### src/hw/lsru_map.vh
`ifndef LSRU_MAP_VH
`define LSRU_MAP_VH
// Primary opcodes, instruction bits 0-5 (word bits 31:26)
`define LSRU_OP_LOAD_W 6'h32
`define LSRU_OP_STORE_B 6'h34
`define LSRU_OP_STORE_H 6'h35
`define LSRU_OP_STORE_W 6'h36
`define LSRU_OP_LBI 6'h38
`define LSRU_OP_LHI 6'h39
`define LSRU_OP_LWI 6'h3a
`define LSRU_OP_SBI 6'h3c
`define LSRU_OP_SHI 6'h3d
`define LSRU_OP_SWI 6'h3e
// Function field, instruction bits 21-31 (word bits 10:0)
`define LSRU_FN_PLAIN 11'h000
`define LSRU_FN_REV 11'h200
`define LSRU_FN_EXT 11'h080
`define LSRU_FN_RESV 11'h400
// Barrier operands
`define LSRU_BAR_DATA 5'h01
`define LSRU_BAR_INSTR 5'h02
// Status register carry positions
`define LSRU_CARRY_FLAG_BIT 29
`define LSRU_MSR_CC_BIT 0
// Reset values
`define LSRU_RESV_RST 1'b0
`define LSRU_CARRY_RST 1'b0
`endif

### src/hw/lsru_decode.v
`timescale 1ns/1ns
`include "lsru_map.vh"
// ****************************************
// Instruction class decode
// ****************************************
module lsru_decode (
  // Instruction
  input wire [31:0] instr,
  // Classes
  output reg is_load,
  output reg is_store,
  output reg is_resv,
  output reg is_ext,
  output reg use_imm,
  output reg [1:0] size,
  output reg legal
);
  wire [5:0] op = instr[31:26];
  wire [10:0] fn = instr[10:0];

  // Opcode and function decode
  always @* begin
    is_load = 1'b0;
    is_store = 1'b0;
    is_resv = 1'b0;
    is_ext = 1'b0;
    use_imm = 1'b0;
    size = 2'h2;
    legal = 1'b1;
    case (op)
      `LSRU_OP_LOAD_W, `LSRU_OP_STORE_W, `LSRU_OP_STORE_B,
      `LSRU_OP_STORE_H: begin
        is_load = (op == `LSRU_OP_LOAD_W);
        is_store = !is_load;
        size = (op == `LSRU_OP_STORE_B) ? 2'h0 :
               (op == `LSRU_OP_STORE_H) ? 2'h1 : 2'h2;
        is_ext = (fn == `LSRU_FN_EXT);
        is_resv = (fn == `LSRU_FN_RESV) &&
                  (op == `LSRU_OP_LOAD_W || op == `LSRU_OP_STORE_W);
        legal = is_ext || is_resv ||
                (is_store && (fn == `LSRU_FN_PLAIN ||
                              fn == `LSRU_FN_REV));
      end
      `LSRU_OP_LBI, `LSRU_OP_LHI, `LSRU_OP_LWI: begin
        is_load = 1'b1;
        use_imm = 1'b1;
        size = op[1:0];
      end
      `LSRU_OP_SBI, `LSRU_OP_SHI, `LSRU_OP_SWI: begin
        is_store = 1'b1;
        use_imm = 1'b1;
        size = op[1:0];
      end
      default: begin
        legal = 1'b0;
      end
    endcase
  end
endmodule

### src/hw/lsru_unit.v
`timescale 1ns/1ns
`include "lsru_map.vh"
// Notes on behaviour
// - Reserving load: word at Ra+Rb, sets reservation
// - Conditional store with reservation: store, carry 0
// - Without reservation: no store, carry 1
// - Word reservation, no unaligned exception raised
// - Store attempted even when address differs
// - One reservation, latest reserving load wins
// - Every conditional store clears the reservation
// - Reset, interrupt, exception, break clear reservation
// - Foreign write to reserved word kills reservation
// - Extended forms combine registers, not add
// - Immediate stores write byte, half, word
// - Immediate loads zero-extend byte and half
// - Barrier 1 waits for stores to land
// - Barrier 2 flushes prefetch and branch cache
// - Cache invalidate also empties stream buffers
// - Cache invalidate and flush privileged only
// - Carry at status bit 29, mirrored bit 0
module lsru_unit #(
  parameter AW = 32,
  parameter STORE_CNT_W = 4
) (
  // Clock and reset
  input wire clk_sys,
  input wire reset_n,
  // Pipeline issue
  input wire issue_valid,
  input wire [31:0] instr,
  input wire [31:0] op_a,
  input wire [31:0] op_b,
  input wire [31:0] op_d,
  input wire [15:0] imm,
  input wire barrier_issue,
  input wire [4:0] barrier_op,
  input wire icache_inval_issue,
  input wire dcache_flush_issue,
  input wire user_mode,
  // Machine status
  input wire [31:0] msr_in,
  input wire msr_carry_we,
  input wire msr_carry_wdata,
  // Flush events
  input wire take_interrupt,
  input wire take_exception,
  input wire take_break,
  // Memory side
  input wire mem_ready,
  input wire [31:0] mem_rdata,
  input wire store_ack,
  input wire snoop_write,
  input wire [AW-1:0] snoop_addr,
  // Pipeline results
  output reg busy_ff,
  output reg done_ff,
  output reg rd_we_ff,
  output reg [31:0] rd_data_ff,
  output reg carry_ff,
  output reg carry_we_ff,
  output reg [31:0] msr_out_ff,
  output reg priv_fault_ff,
  output reg illegal_ff,
  // Memory requests
  output reg mem_req_ff,
  output reg mem_we_ff,
  output reg [AW-1:0] mem_addr_ff,
  output reg [31:0] mem_wdata_ff,
  output reg [3:0] mem_be_ff,
  // Cache maintenance
  output reg prefetch_flush_ff,
  output reg btc_clear_ff,
  output reg icache_inval_ff,
  output reg stream_flush_ff,
  output reg dcache_flush_ff,
  // Reservation view
  output reg resv_valid_ff
);
  // ****************************************
  // States
  // ****************************************
  localparam ST_IDLE = 3'b001;
  localparam ST_MEM = 3'b010;
  localparam ST_BAR = 3'b100;

  reg [2:0] state_ff;
  reg [2:0] nxt_state;
  reg [AW-1:0] resv_addr_ff;
  reg [STORE_CNT_W-1:0] pend_ff;
  reg is_load_ff;
  reg [1:0] size_ff;
  reg [1:0] lane_ff;
  reg cond_ff;

  wire d_load;
  wire d_store;
  wire d_resv;
  wire d_ext;
  wire d_imm;
  wire [1:0] d_size;
  wire d_legal;

  // Class decode
  lsru_decode u_dec (
    .instr(instr),
    .is_load(d_load),
    .is_store(d_store),
    .is_resv(d_resv),
    .is_ext(d_ext),
    .use_imm(d_imm),
    .size(d_size),
    .legal(d_legal)
  );

  // ****************************************
  // Address and lanes
  // ****************************************
  wire [31:0] imm_sx = {{16{imm[15]}}, imm};
  wire [31:0] addr_sum = op_a + (d_imm ? imm_sx : op_b);
  wire [31:0] addr_ext = op_a & op_b;
  wire [31:0] addr_raw = d_ext ? addr_ext : addr_sum;
  // Reserving forms ignore low bits, so misalignment never traps
  wire [AW-1:0] addr = d_resv ? {addr_raw[AW-1:2], 2'h0} :
                       addr_raw[AW-1:0];
  wire go = issue_valid && state_ff == ST_IDLE && d_legal;
  wire swx = go && d_store && d_resv;
  wire swx_ok = swx && resv_valid_ff;
  wire load_word_reserve = go && d_load && d_resv;
  wire flush_evt = take_interrupt || take_exception || take_break;
  wire snoop_hit = snoop_write &&
                   snoop_addr[AW-1:2] == resv_addr_ff[AW-1:2];
  wire priv_bad = user_mode && (icache_inval_issue || dcache_flush_issue);

  // Byte enables per size and lane
  function [3:0] lsru_be;
    input [1:0] sz;
    input [1:0] ln;
    begin
      case (sz)
        2'h0: lsru_be = 4'h8 >> ln;
        2'h1: lsru_be = ln[1] ? 4'h3 : 4'hc;
        default: lsru_be = 4'hf;
      endcase
    end
  endfunction

  // Store data replicated across all lanes
  wire [31:0] wdata = (d_size == 2'h0) ? {4{op_d[7:0]}} :
                      (d_size == 2'h1) ? {2{op_d[15:0]}} : op_d;

  // Load data extraction, big-endian lanes
  wire [7:0] rbyte = mem_rdata[8*(3-lane_ff) +: 8];
  wire [15:0] rhalf = lane_ff[1] ? mem_rdata[15:0] : mem_rdata[31:16];
  wire [31:0] rload = (size_ff == 2'h0) ? {24'h0, rbyte} :
                      (size_ff == 2'h1) ? {16'h0, rhalf} :
                      mem_rdata;

  // ****************************************
  // Next state
  // ****************************************
  always @* begin
    nxt_state = state_ff;
    case (state_ff)
      ST_IDLE: begin
        if (go && (d_load || d_store) && !(swx && !resv_valid_ff))
          nxt_state = ST_MEM;
        else if (issue_valid && barrier_issue &&
                 barrier_op == `LSRU_BAR_DATA)
          nxt_state = ST_BAR;
      end
      ST_MEM: begin
        if (mem_ready)
          nxt_state = ST_IDLE;
      end
      ST_BAR: begin
        if (pend_ff == {STORE_CNT_W{1'b0}})
          nxt_state = ST_IDLE;
      end
      default: begin
        nxt_state = ST_IDLE;
      end
    endcase
  end

  // ****************************************
  // Reservation
  // ****************************************
  // Flush beats set; set beats the store and snoop clears
  always @(posedge clk_sys or negedge reset_n) begin
    if (!reset_n) begin
      resv_valid_ff <= `LSRU_RESV_RST;
      resv_addr_ff <= {AW{1'b0}};
    end else if (flush_evt) begin
      resv_valid_ff <= 1'b0;
    end else if (load_word_reserve) begin
      resv_valid_ff <= 1'b1;
      resv_addr_ff <= addr;
    end else if (swx || snoop_hit) begin
      resv_valid_ff <= 1'b0;
    end
  end

  // ****************************************
  // Outstanding store counter
  // ****************************************
  // Counts accepted writes not yet acknowledged by memory
  wire st_acc = state_ff == ST_MEM && mem_we_ff && mem_ready;
  always @(posedge clk_sys or negedge reset_n) begin
    if (!reset_n)
      pend_ff <= {STORE_CNT_W{1'b0}};
    else if (st_acc && !store_ack)
      pend_ff <= pend_ff + 1'b1;
    else if (store_ack && !st_acc && pend_ff != {STORE_CNT_W{1'b0}})
      pend_ff <= pend_ff - 1'b1;
  end

  // ****************************************
  // Main sequencing
  // ****************************************
  always @(posedge clk_sys or negedge reset_n) begin
    if (!reset_n) begin
      state_ff <= ST_IDLE;
      busy_ff <= 1'b0;
      done_ff <= 1'b0;
      rd_we_ff <= 1'b0;
      rd_data_ff <= 32'h0;
      carry_ff <= `LSRU_CARRY_RST;
      carry_we_ff <= 1'b0;
      priv_fault_ff <= 1'b0;
      illegal_ff <= 1'b0;
      mem_req_ff <= 1'b0;
      mem_we_ff <= 1'b0;
      mem_addr_ff <= {AW{1'b0}};
      mem_wdata_ff <= 32'h0;
      mem_be_ff <= 4'h0;
      is_load_ff <= 1'b0;
      size_ff <= 2'h2;
      lane_ff <= 2'h0;
      cond_ff <= 1'b0;
      prefetch_flush_ff <= 1'b0;
      btc_clear_ff <= 1'b0;
      icache_inval_ff <= 1'b0;
      stream_flush_ff <= 1'b0;
      dcache_flush_ff <= 1'b0;
    end else begin
      state_ff <= nxt_state;
      busy_ff <= nxt_state != ST_IDLE;
      done_ff <= 1'b0;
      rd_we_ff <= 1'b0;
      carry_we_ff <= 1'b0;
      priv_fault_ff <= 1'b0;
      illegal_ff <= 1'b0;
      prefetch_flush_ff <= 1'b0;
      btc_clear_ff <= 1'b0;
      icache_inval_ff <= 1'b0;
      stream_flush_ff <= 1'b0;
      dcache_flush_ff <= 1'b0;
      // Carry from other writers, conditional store overrides
      if (msr_carry_we)
        carry_ff <= msr_carry_wdata;
      if (issue_valid && state_ff == ST_IDLE && !d_legal &&
          !barrier_issue && !icache_inval_issue && !dcache_flush_issue)
        illegal_ff <= 1'b1;
      if (go && (d_load || d_store)) begin
        if (swx && !resv_valid_ff) begin
          carry_ff <= 1'b1;
          carry_we_ff <= 1'b1;
          done_ff <= 1'b1;
        end else begin
          mem_req_ff <= 1'b1;
          mem_we_ff <= d_store;
          mem_addr_ff <= addr;
          mem_wdata_ff <= wdata;
          mem_be_ff <= lsru_be(d_size, addr[1:0]);
          is_load_ff <= d_load;
          size_ff <= d_size;
          lane_ff <= addr[1:0];
          cond_ff <= swx_ok;
        end
      end
      if (state_ff == ST_MEM && mem_ready) begin
        mem_req_ff <= 1'b0;
        done_ff <= 1'b1;
        if (is_load_ff) begin
          rd_we_ff <= 1'b1;
          rd_data_ff <= rload;
        end
        if (cond_ff) begin
          carry_ff <= 1'b0;
          carry_we_ff <= 1'b1;
        end
      end
      if (state_ff == ST_BAR && pend_ff == {STORE_CNT_W{1'b0}})
        done_ff <= 1'b1;
      if (issue_valid && state_ff == ST_IDLE && barrier_issue &&
          barrier_op == `LSRU_BAR_INSTR) begin
        prefetch_flush_ff <= 1'b1;
        btc_clear_ff <= 1'b1;
        done_ff <= 1'b1;
      end
      if (issue_valid && state_ff == ST_IDLE && priv_bad) begin
        priv_fault_ff <= 1'b1;
      end else if (issue_valid && state_ff == ST_IDLE) begin
        icache_inval_ff <= icache_inval_issue;
        stream_flush_ff <= icache_inval_issue;
        dcache_flush_ff <= dcache_flush_issue;
      end
    end
  end

  // ****************************************
  // Status register view
  // ****************************************
  // Carry copy follows the live flag
  always @(posedge clk_sys or negedge reset_n) begin
    if (!reset_n)
      msr_out_ff <= 32'h0;
    else begin
      msr_out_ff <= msr_in;
      msr_out_ff[`LSRU_CARRY_FLAG_BIT] <= carry_ff;
      msr_out_ff[`LSRU_MSR_CC_BIT] <= carry_ff;
    end
  end
endmodule

### config.mk
export PLATFORM = sky130hd
export DESIGN_NAME = lsru_unit
export DESIGN_NICKNAME = d
export VERILOG_FILES = /design/src/hw/lsru_decode.v /design/src/hw/lsru_unit.v
export VERILOG_INCLUDE_DIRS = /design/src /design/src/hw
export SDC_FILE = /design/constraint.sdc
export NUM_CORES = 1
export LEC_CHECK = 0
export ABC_CLOCK_PERIOD_IN_PS = 1800
export BUFFER_PORTS_ARGS = -buffer_cell sky130_fd_sc_hd__buf_2
export CORE_MARGIN = 1
export CORE_UTILIZATION = 40
export CTS_CLUSTER_DIAMETER = 50
export DETAILED_ROUTE_END_ITERATION = 8
export PLACE_DENSITY = 0.7
export SYNTH_ARGS = -nofsm -noshare
export SYNTH_HDL_FRONTEND = slang
export SYNTH_SLANG_ARGS = --single-unit
### constraint.sdc
create_clock -name clk_sys -period 1.8 [get_ports clk_sys]
set_input_delay 0.09 -clock clk_sys [delete_from_list [all_inputs] [get_ports clk_sys]]
set_output_delay 0.09 -clock clk_sys [all_outputs]
set_load 0.005 [all_outputs]
==> summary.md, run 1 <==
| Metric | Value |
|---|---|
| Worst-Margin Slew | `between 0.6 and 0.7 ns` |
| Final worst path period share | `1.64` |
| Critical path class | `primary input to flop` |
| Global route overflow | `0` |
| Synthesized area | `~10,000 um2` |
| Worst ir drop on vdd | `~0.00049 V` |
| Fin cells | `2,140` |
| Prevailing post-synth register cell | `dfrtp_1` |
| HPWL after DPL | `between 20 and 30 mm` |
| ANT nets after route | `0` |
| Yosys warning total | `0` |
| FFs w/ async S/R, synth | `1.00` |
| Iteration-0 DRC Markers | `around 1,000` |
| Via count | `11,735` |
| Largest net degree at the start of global routing | `between 100 and 150` |
| Distinct cells, synth | `70` |
| Failing checks | `setup timing` |
| Startpoint Class | `primary input` |
| DRC | `0` |
| Largest area contributor in the netlist | `dfrtp_1` |
| Hold path start | `op_b[6]` |
| TritonCTS clock tree | `done` |
| Clk root buf | `clkbuf_16` |
| Post-Place Worst Slack | `-1.73 ns` |
| Fin. max-slew vios | `0` |
| Syn_nets | `1,399` |
| Sink Count | `185` |
| Final setup fails | `~120` |
| Starting Density | `0.408` |
| Post-route cell area | `17,900 um2` |
| RSZ-0062 raised after global routing | `true` |
| First-pass GRT wire length | `between 60 and 70 mm` |
| Core Region | `25,300 um2` |
| Layout Nets | `~2,100` |
| Chip Height | `163 um` |
| Avg Cell Area, Syn | `~9.3 um2` |
| Hold WC Path Type | `primary input to flop` |
| Placed cells | `between 1,500 and 2,000` |
| Setup ws final | `-1.16 ns` |
| Num CTS Buffers | `17` |
| Max Freq | `0.338 GHz` |
| Fin crit period | `about 3.0 ns` |
| Mapped Cells | `~1,100` |
| DR WL/cell | `~20 um` |
| Area Growth Syn to Fin | `73.9%` |
| Total track usage | `0.309` |
| CTS Buffer Depth | `2` |
| Max_cap viols | `0` |
| Status | `finished with violations` |
| Total Wirelength | `42.5 mm` |
| Top-area cell type share of the netlist area | `0.444` |
| I/O pin cnt | `407` |
| Antenna violations before repair | `2` |
| DIE AREA | `around 26,000 um2` |
| Number of global-route vias before repair | `between 10,000 and 15,000` |
| Worst r2r src | `state_ff[0]` |
| Pwr/cell area | `~770 nW/um2` |
| Post-synthesis sequential area ratio | `0.449` |
| Leakage | `~9 nW` |
| Placed cell areas | `around 14,000 um2` |
| Critical path fanouts, max | `8` |
| Clock Skews | `around 0.014 ns` |
| CP Launch Point | `instr[30]` |
| Slew headroom | `0.577` |
| Synth area leaders | `dfrtp_1, nand2_1, o21ai_0` |
| Ratio of cells with drive above 1 in the final layout | `0.522` |
| Post-synthesis register bit count | `approximately 190` |
| Iteration count of the initial detailed-routing pass | `5` |
| Setup crit end kind | `flop` |
| Critical path required time | `around 2.1 ns` |
| Reg clk slew, reported paths | `~0.080 ns` |
| Gpl congestion | `around 0.93` |
| CP arrival | `about 3.3 ns` |
| H-Tree Depth | `4` |
| Post-synth EDFFs | `0` |
| Standard-cell rows | `between 50 and 60` |
| Chip width | `163 um` |
| Via density | `5.48` |
| Number of I/O port buffers | `about 390` |
| Final core area utilization | `0.710` |
| Clock Latency Late Sink | `between 0.4 and 0.5 ns` |
| Fin. Hold Viols | `0` |
-- sequential cells by signal, indices dropped and copies added, names as in the netlist, 2 cells and up --
| name | flops |
|---|---|
| resv_addr_ff | 30 |
| msr_out_ff | 31 |
| mem_wdata_ff | 32 |
| rd_data_ff | 32 |
| mem_addr_ff | 32 |
| size_ff | 2 |
| state_ff | 3 |
| pend_ff | 4 |
| mem_be_ff | 4 |
-- synthesized netlist by cell type, types with 5 or more instances --
cell	instances
nand2_1	201
dfrtp_1	183
o21ai_0	124
a21oi_1	59
nor2_1	56
mux2i_1	38
clkbuf_1	35
ha_1	33
a21o_1	31
xnor2_1	27
xor2_1	26
nand3_1	25
a31oi_1	24
and3_1	19
mux2_2	18
buf_2	17
inv_1	17
nor3_1	17
nand4_1	13
o31ai_1	9
a211oi_1	8
mux4_2	8
nand2b_1	8
nor4_1	8
o21ai_1	8
nor2b_1	6
a22o_1	5
buf_4	5
o211ai_1	5
o21a_1	5
-- path summary, 6_finish.rpt --
check	cells after the start	end	slack, ns
max	16	mem_addr_ff[31]	-1.16
min	3	mem_addr_ff[6]	0.005
max reg2reg	10	resv_addr_ff[20]	-0.27
min reg2reg	0	msr_out_ff[29]	0.41
max in group asynchronous	3	mem_addr_ff[9]	0.92
min in group asynchronous	3	rd_data_ff[27]	0.28
-- routing by layer --
layer | vias to the layer above | track usage | wire, um
met4 | 0 | 0.158 | 2120
met2 | 617 | 0.537 | 21100
met5 | - | 0 | 0
li1 | 5323 | - | -
met1 | 5641 | 0.369 | 16400
met3 | 154 | 0.0479 | 2900
-- per-stage QoR --
stage / TNS, ns / power (W) / hold slack (ns)
after global placement: -104.82 / 0.00881 / 0.155
after floorplan: -66.20 / 0.00693 / -0.206
after global routing: -65.91 / 0.0145 / 0.0258
after CTS: -53.08 / 0.0135 / 0.00162
final: -58.32 / 0.0138 / 0.00526
after detailed placement: -109.01 / 0.00890 / 0.154
-- power breakdown --
group | internal (W) | total, W | switching, W
clock | 0.00191 | 0.00389 | 0.00198
combinational | 0.00245 | 0.00484 | 0.00239
sequential | 0.00468 | 0.00508 | 0.000407
-- layout make-up --
| cell class | instances | area, um2 |
|---|---|---|
| clock buffer | 17 | 425 |
| clock inverter | 15 | 198 |
| inverter | 17 | 63.8 |
| sequential | 185 | 4630 |
| multi-input combinational | 837 | 6640 |
| tap | 330 | 413 |
| timing repair buffer | 737 | 5550 |
| fill | 1826 | 7330 |
| antenna | 2 | 5.00 |
-- cells by family (layout without fill, tap and decap cells) --
| family | count (synthesis) | count (layout) | share of synthesized area |
|---|---|---|---|
| DFF | 185 | 185 | 0.449 |
| AOI/OAI and AO/OA | 306 | 306 | 0.181 |
| other | 0 | 2 | 0 |
| muxes | 67 | 67 | 0.0784 |
| adders and majority gates | 35 | 35 | 0.0439 |
| buffers and inverters | 82 | 786 | 0.0367 |
| and+or+nand+nor | 376 | 376 | 0.166 |
| xor gates and xnor gates | 53 | 53 | 0.0450 |
-- placed cells by master (no fill, tap or decap), drive strengths merged, types with 3 or more instances in the layout --
master       count
a2111o           3
a211oi           8
a21o            31
a21oi           61
a22o             5
a31oi           24
and3            19
and4             3
buf            632
clkbuf          23
clkinv           9
dfrtp          183
dlygate4sd3     98
ha              33
inv             23
mux2            21
mux2i           38
mux4             8
nand2          201
nand2b           8
nand3           25
nand4           14
nor2            56
nor2b            6
nor3            18
nor4             8
o211ai           6
o21a             5
o21ai          133
o21bai           3
o31ai            9
or4              5
xnor2           27
xor2            26
-- worst max-delay path, cell delays in order --
cell      delay (ns)
buf_8           0.08
nand2_4         0.05
a21oi_4         0.23
nand2_8         0.15
buf_6           0.16
mux2_4          0.30
ha_4            0.18
a211oi_4        0.29
nor3_4          0.07
o211ai_2        0.26
a21oi_4         0.10
a31o_4          0.25
a31o_4          0.21
a2111o_1        0.37
a311oi_2        0.34
a21oi_1         0.11
-- timing repair --
action                     CTS  global route
hold endpoints to repair   277             0
setup buffers               34            17
hold buffers                98             0
gates resized for setup    221           114
setup endpoints to repair  116           127
gates cloned                12             2
pin swaps                   86            63
Power figures use the tool's default switching activity.
==> inputs of run 2 (changes only) <==
--- a/config.mk
+++ b/config.mk
@@ -12,7 +12,7 @@
 export CORE_UTILIZATION = 40
 export CTS_CLUSTER_DIAMETER = 50
 export DETAILED_ROUTE_END_ITERATION = 8
-export PLACE_DENSITY = 0.7
+export PLACE_DENSITY = 0.74
 export SYNTH_ARGS = -nofsm -noshare
 export SYNTH_HDL_FRONTEND = slang
 export SYNTH_SLANG_ARGS = --single-unit
==> run 2 against run 1 <==
  * The run still ends with setup timing left
  * Final cell count rose by 1.3%
  * Hold slack improved by 0.017 ns
  * Count of clock-buffer cells in the layout unchanged
  * Routed wire length grew 12%
  * Sequential cell count is the same
  * Largest cell class unchanged
==> summary.md, run 2 (same netlist as run 1, synthesis figures left out) <==
| Metric | Value |
|---|---|
| Starting Density | `0.408 (unchanged)` |
| Hold depth | `3 (unchanged)` |
| Critical path class | `primary input to flop (unchanged)` |
| Chip width | `163 um (unchanged)` |
| Total Wirelength | `47.8 mm (was 42.5 mm)` |
| Most frequent cells in the layout | `buf_2, dfrtp_1, buf_4 (unchanged)` |
| Global route overflow | `0 (unchanged)` |
| Fin. max-slew vios | `0 (unchanged)` |
| HPWL after DPL | `28.4 mm (was 28.2 mm)` |
| Worst r2r src | `state_ff[0] (unchanged)` |
| Worst-Margin Slew | `0.712 ns (was 0.634 ns)` |
| DRC | `0 (unchanged)` |
| Status | `finished with violations (unchanged)` |
| Hold WC Path Type | `primary input to flop (unchanged)` |
| Startpoint Class | `primary input (unchanged)` |
| Iteration-0 DRC Markers | `1,220 (was 997)` |
| Number of I/O port buffers | `387 (unchanged)` |
| Critical path required time | `2.16 ns (was 2.11 ns)` |
| TritonCTS clock tree | `done (unchanged)` |
| Worst ir drop on vdd | `0.000619 V (was 0.000490 V)` |
| Leakage | `8.88 nW (was 8.77 nW)` |
| Clock Skews | `0.0168 ns (was 0.0141 ns)` |
| Standard-cell rows | `58 (unchanged)` |
| Area Growth Syn to Fin | `77.7% (was 73.9%)` |
| Clock Latency Late Sink | `0.45 ns (was 0.43 ns)` |
| Fin crit period | `3.02 ns (was 2.96 ns)` |
| Chip Height | `163 um (unchanged)` |
| Register-to-register setup slack | `-0.37 ns (was -0.27 ns)` |
| Num CTS Buffers | `17 (unchanged)` |
| Clk root buf | `clkbuf_16 (unchanged)` |
| Total track usage | `0.329 (was 0.309)` |
| Ratio of cells with drive above 1 in the final layout | `0.525 (was 0.522)` |
| CP arrival | `3.38 ns (was 3.27 ns)` |
| Slew headroom | `0.525 (was 0.577)` |
| Reg clk slew, reported paths | `0.08 ns (about the same)` |
| Iteration count of the initial detailed-routing pass | `7 (was 5)` |
| Core Region | `25,300 um2 (unchanged)` |
| Final setup fails | `116 (was 115)` |
| Hold path start | `op_b[22] (was op_b[6])` |
| Placed cells | `1,949 (was 1,953)` |
| Fin cells | `2,168 (was 2,140)` |
| Placed cell areas | `14,300 um2 (about the same)` |
| Max_cap viols | `0 (unchanged)` |
| Pwr/cell area | `777 nW/um2 (was 771 nW/um2)` |
| Post-route cell area | `18,300 um2 (was 17,900 um2)` |
| I/O pin cnt | `407 (unchanged)` |
| ANT nets after route | `0 (unchanged)` |
| Setup TNS | `-66.41 ns (was -58.32 ns)` |
| RSZ-0062 raised after global routing | `true (unchanged)` |
| Failing checks | `setup timing (unchanged)` |
| Fin. Hold Viols | `0 (unchanged)` |
| Largest net degree at the start of global routing | `66 (was 113)` |
| Final worst path period share | `1.68 (was 1.64)` |
| Critical path fanouts, max | `6 (was 8)` |
| CP Launch Point | `instr[30] (unchanged)` |
| Commonest non-fill, non-tap cell in the layout | `buf_2 (unchanged)` |
| RR Endpoint | `resv_addr_ff[21] (was resv_addr_ff[20])` |
| Tot Pwr | `0.0142 W (was 0.0138 W)` |
| Max Freq | `0.331 GHz (was 0.338 GHz)` |
| Setup crit end kind | `flop (unchanged)` |
| Via count | `12,355 (was 11,735)` |
| CTS Buffer Depth | `2 (unchanged)` |
| Sink Count | `185 (unchanged)` |
| Gpl congestion | `0.964 (was 0.934)` |
| DIE AREA | `26,400 um2 (unchanged)` |
| Antenna violations before repair | `9 (was 2)` |
| Setup ws final | `-1.22 ns (was -1.16 ns)` |
| Top Registers | `mem_addr_ff: 32 flops, mem_wdata_ff: 32 flops, rd_data_ff: 32 flops (unchanged)` |
| First-pass GRT wire length | `66.2 mm (was 62.7 mm)` |
| Number of global-route vias before repair | `12,308 (was 11,977)` |
| DR WL/cell | `22.0 um (was 19.9 um)` |
| WHS Endpoint | `resv_addr_ff[22] (was mem_addr_ff[6])` |
| Layout Nets | `2,112 (was 2,090)` |
| Cell count of the worst reg-to-reg path | `8 (was 10)` |
| Via density | `5.70 (was 5.48)` |
| Final core area utilization | `0.725 (was 0.710)` |
| H-Tree Depth | `4 (unchanged)` |
==> run 2: cell count changes in the layout (fill, tap and decap cells not counted), moves of 4 or more <==
cell,before,now
o21ai_0,43,48
o21ai_4,2,8
diode_2,2,8
nand2_1,144,136
dlygate4sd3_1,98,104
xor2_2,0,4
buf_6,37,43
nand2_4,27,37
buf_4,178,182
xor2_1,26,22
buf_12,20,25
o21ai_2,51,44
==> run 2: power by group <==
group	switching, W	internal (W)	total (W)
Clock	0.00205	0.00192	0.00397
Combinational	0.00255	0.00258	0.00514
Sequential	0.000457	0.00468	0.00513
==> run 2: final cells by class <==
class / count / area, um2
multi-input cells: 842 / 6840
flip-flops and latches: 185 / 4630
repair buffers: 754 / 5730
fillers: 1630 / 6940
clock buffers: 17 / 425
diodes: 8 / 20.0
clock inverters: 15 / 198
inverters: 17 / 66.3
well taps: 330 / 413
==> run 2: stage by stage <==
stage / setup slack, ns / hold slack (ns)
finish: -1.22 / 0.0219
global route: -1.23 / 0.0204
CTS: -0.954 / 0.000820
detailed placement: -1.69 / 0.0765
global placement: -1.59 / 0.0759
floorplan: -1.45 / -0.206
==> run 2: timing repair <==
item / in CTS / in global routing
resized for setup: 201 / 177
pin swaps: 68 / 85
cloned: 20 / 2
endpoints found under the hold margin: 237 / 0
buffers inserted: 43 / 29
hold buffers: 104 / 0
setup endpoints to repair: 115 / 149
==> run 2: how the worst max path moves through the flow <==
stage                        to  slack (ns)
6_report        mem_addr_ff[31]       -1.22
5_1_grt         mem_addr_ff[31]       -1.23
4_1_cts        resv_addr_ff[31]       -0.95
3_5_place_dp   resv_addr_ff[31]       -1.69
3_3_place_gp    mem_addr_ff[31]       -1.59
2_1_floorplan   mem_addr_ff[31]       -1.45
==> run 2: routing by layer <==
metal  up-vias  global-route usage  routed length, um
met5         -                   0                 33
met4         6               0.190               3200
met3       256              0.0690               4020
met2       812               0.561              23000
met1      5898               0.383              17500
li1       5383                   -                  -
==> run 2: critical path, cell delays in order <==
cell,delay (ns)
buf_8,0.08
nand2_4,0.05
a21oi_4,0.15
buf_12,0.15
nand2_8,0.09
mux2_4,0.33
ha_4,0.30
buf_4,0.15
nand3_4,0.10
nor3_4,0.28
o211ai_2,0.13
a21oi_2,0.26
a31o_2,0.22
buf_4,0.11
buf_6,0.09
a21o_1,0.13
buf_4,0.12
mux2i_1,0.25
a21oi_1,0.13
a21oi_1,0.14
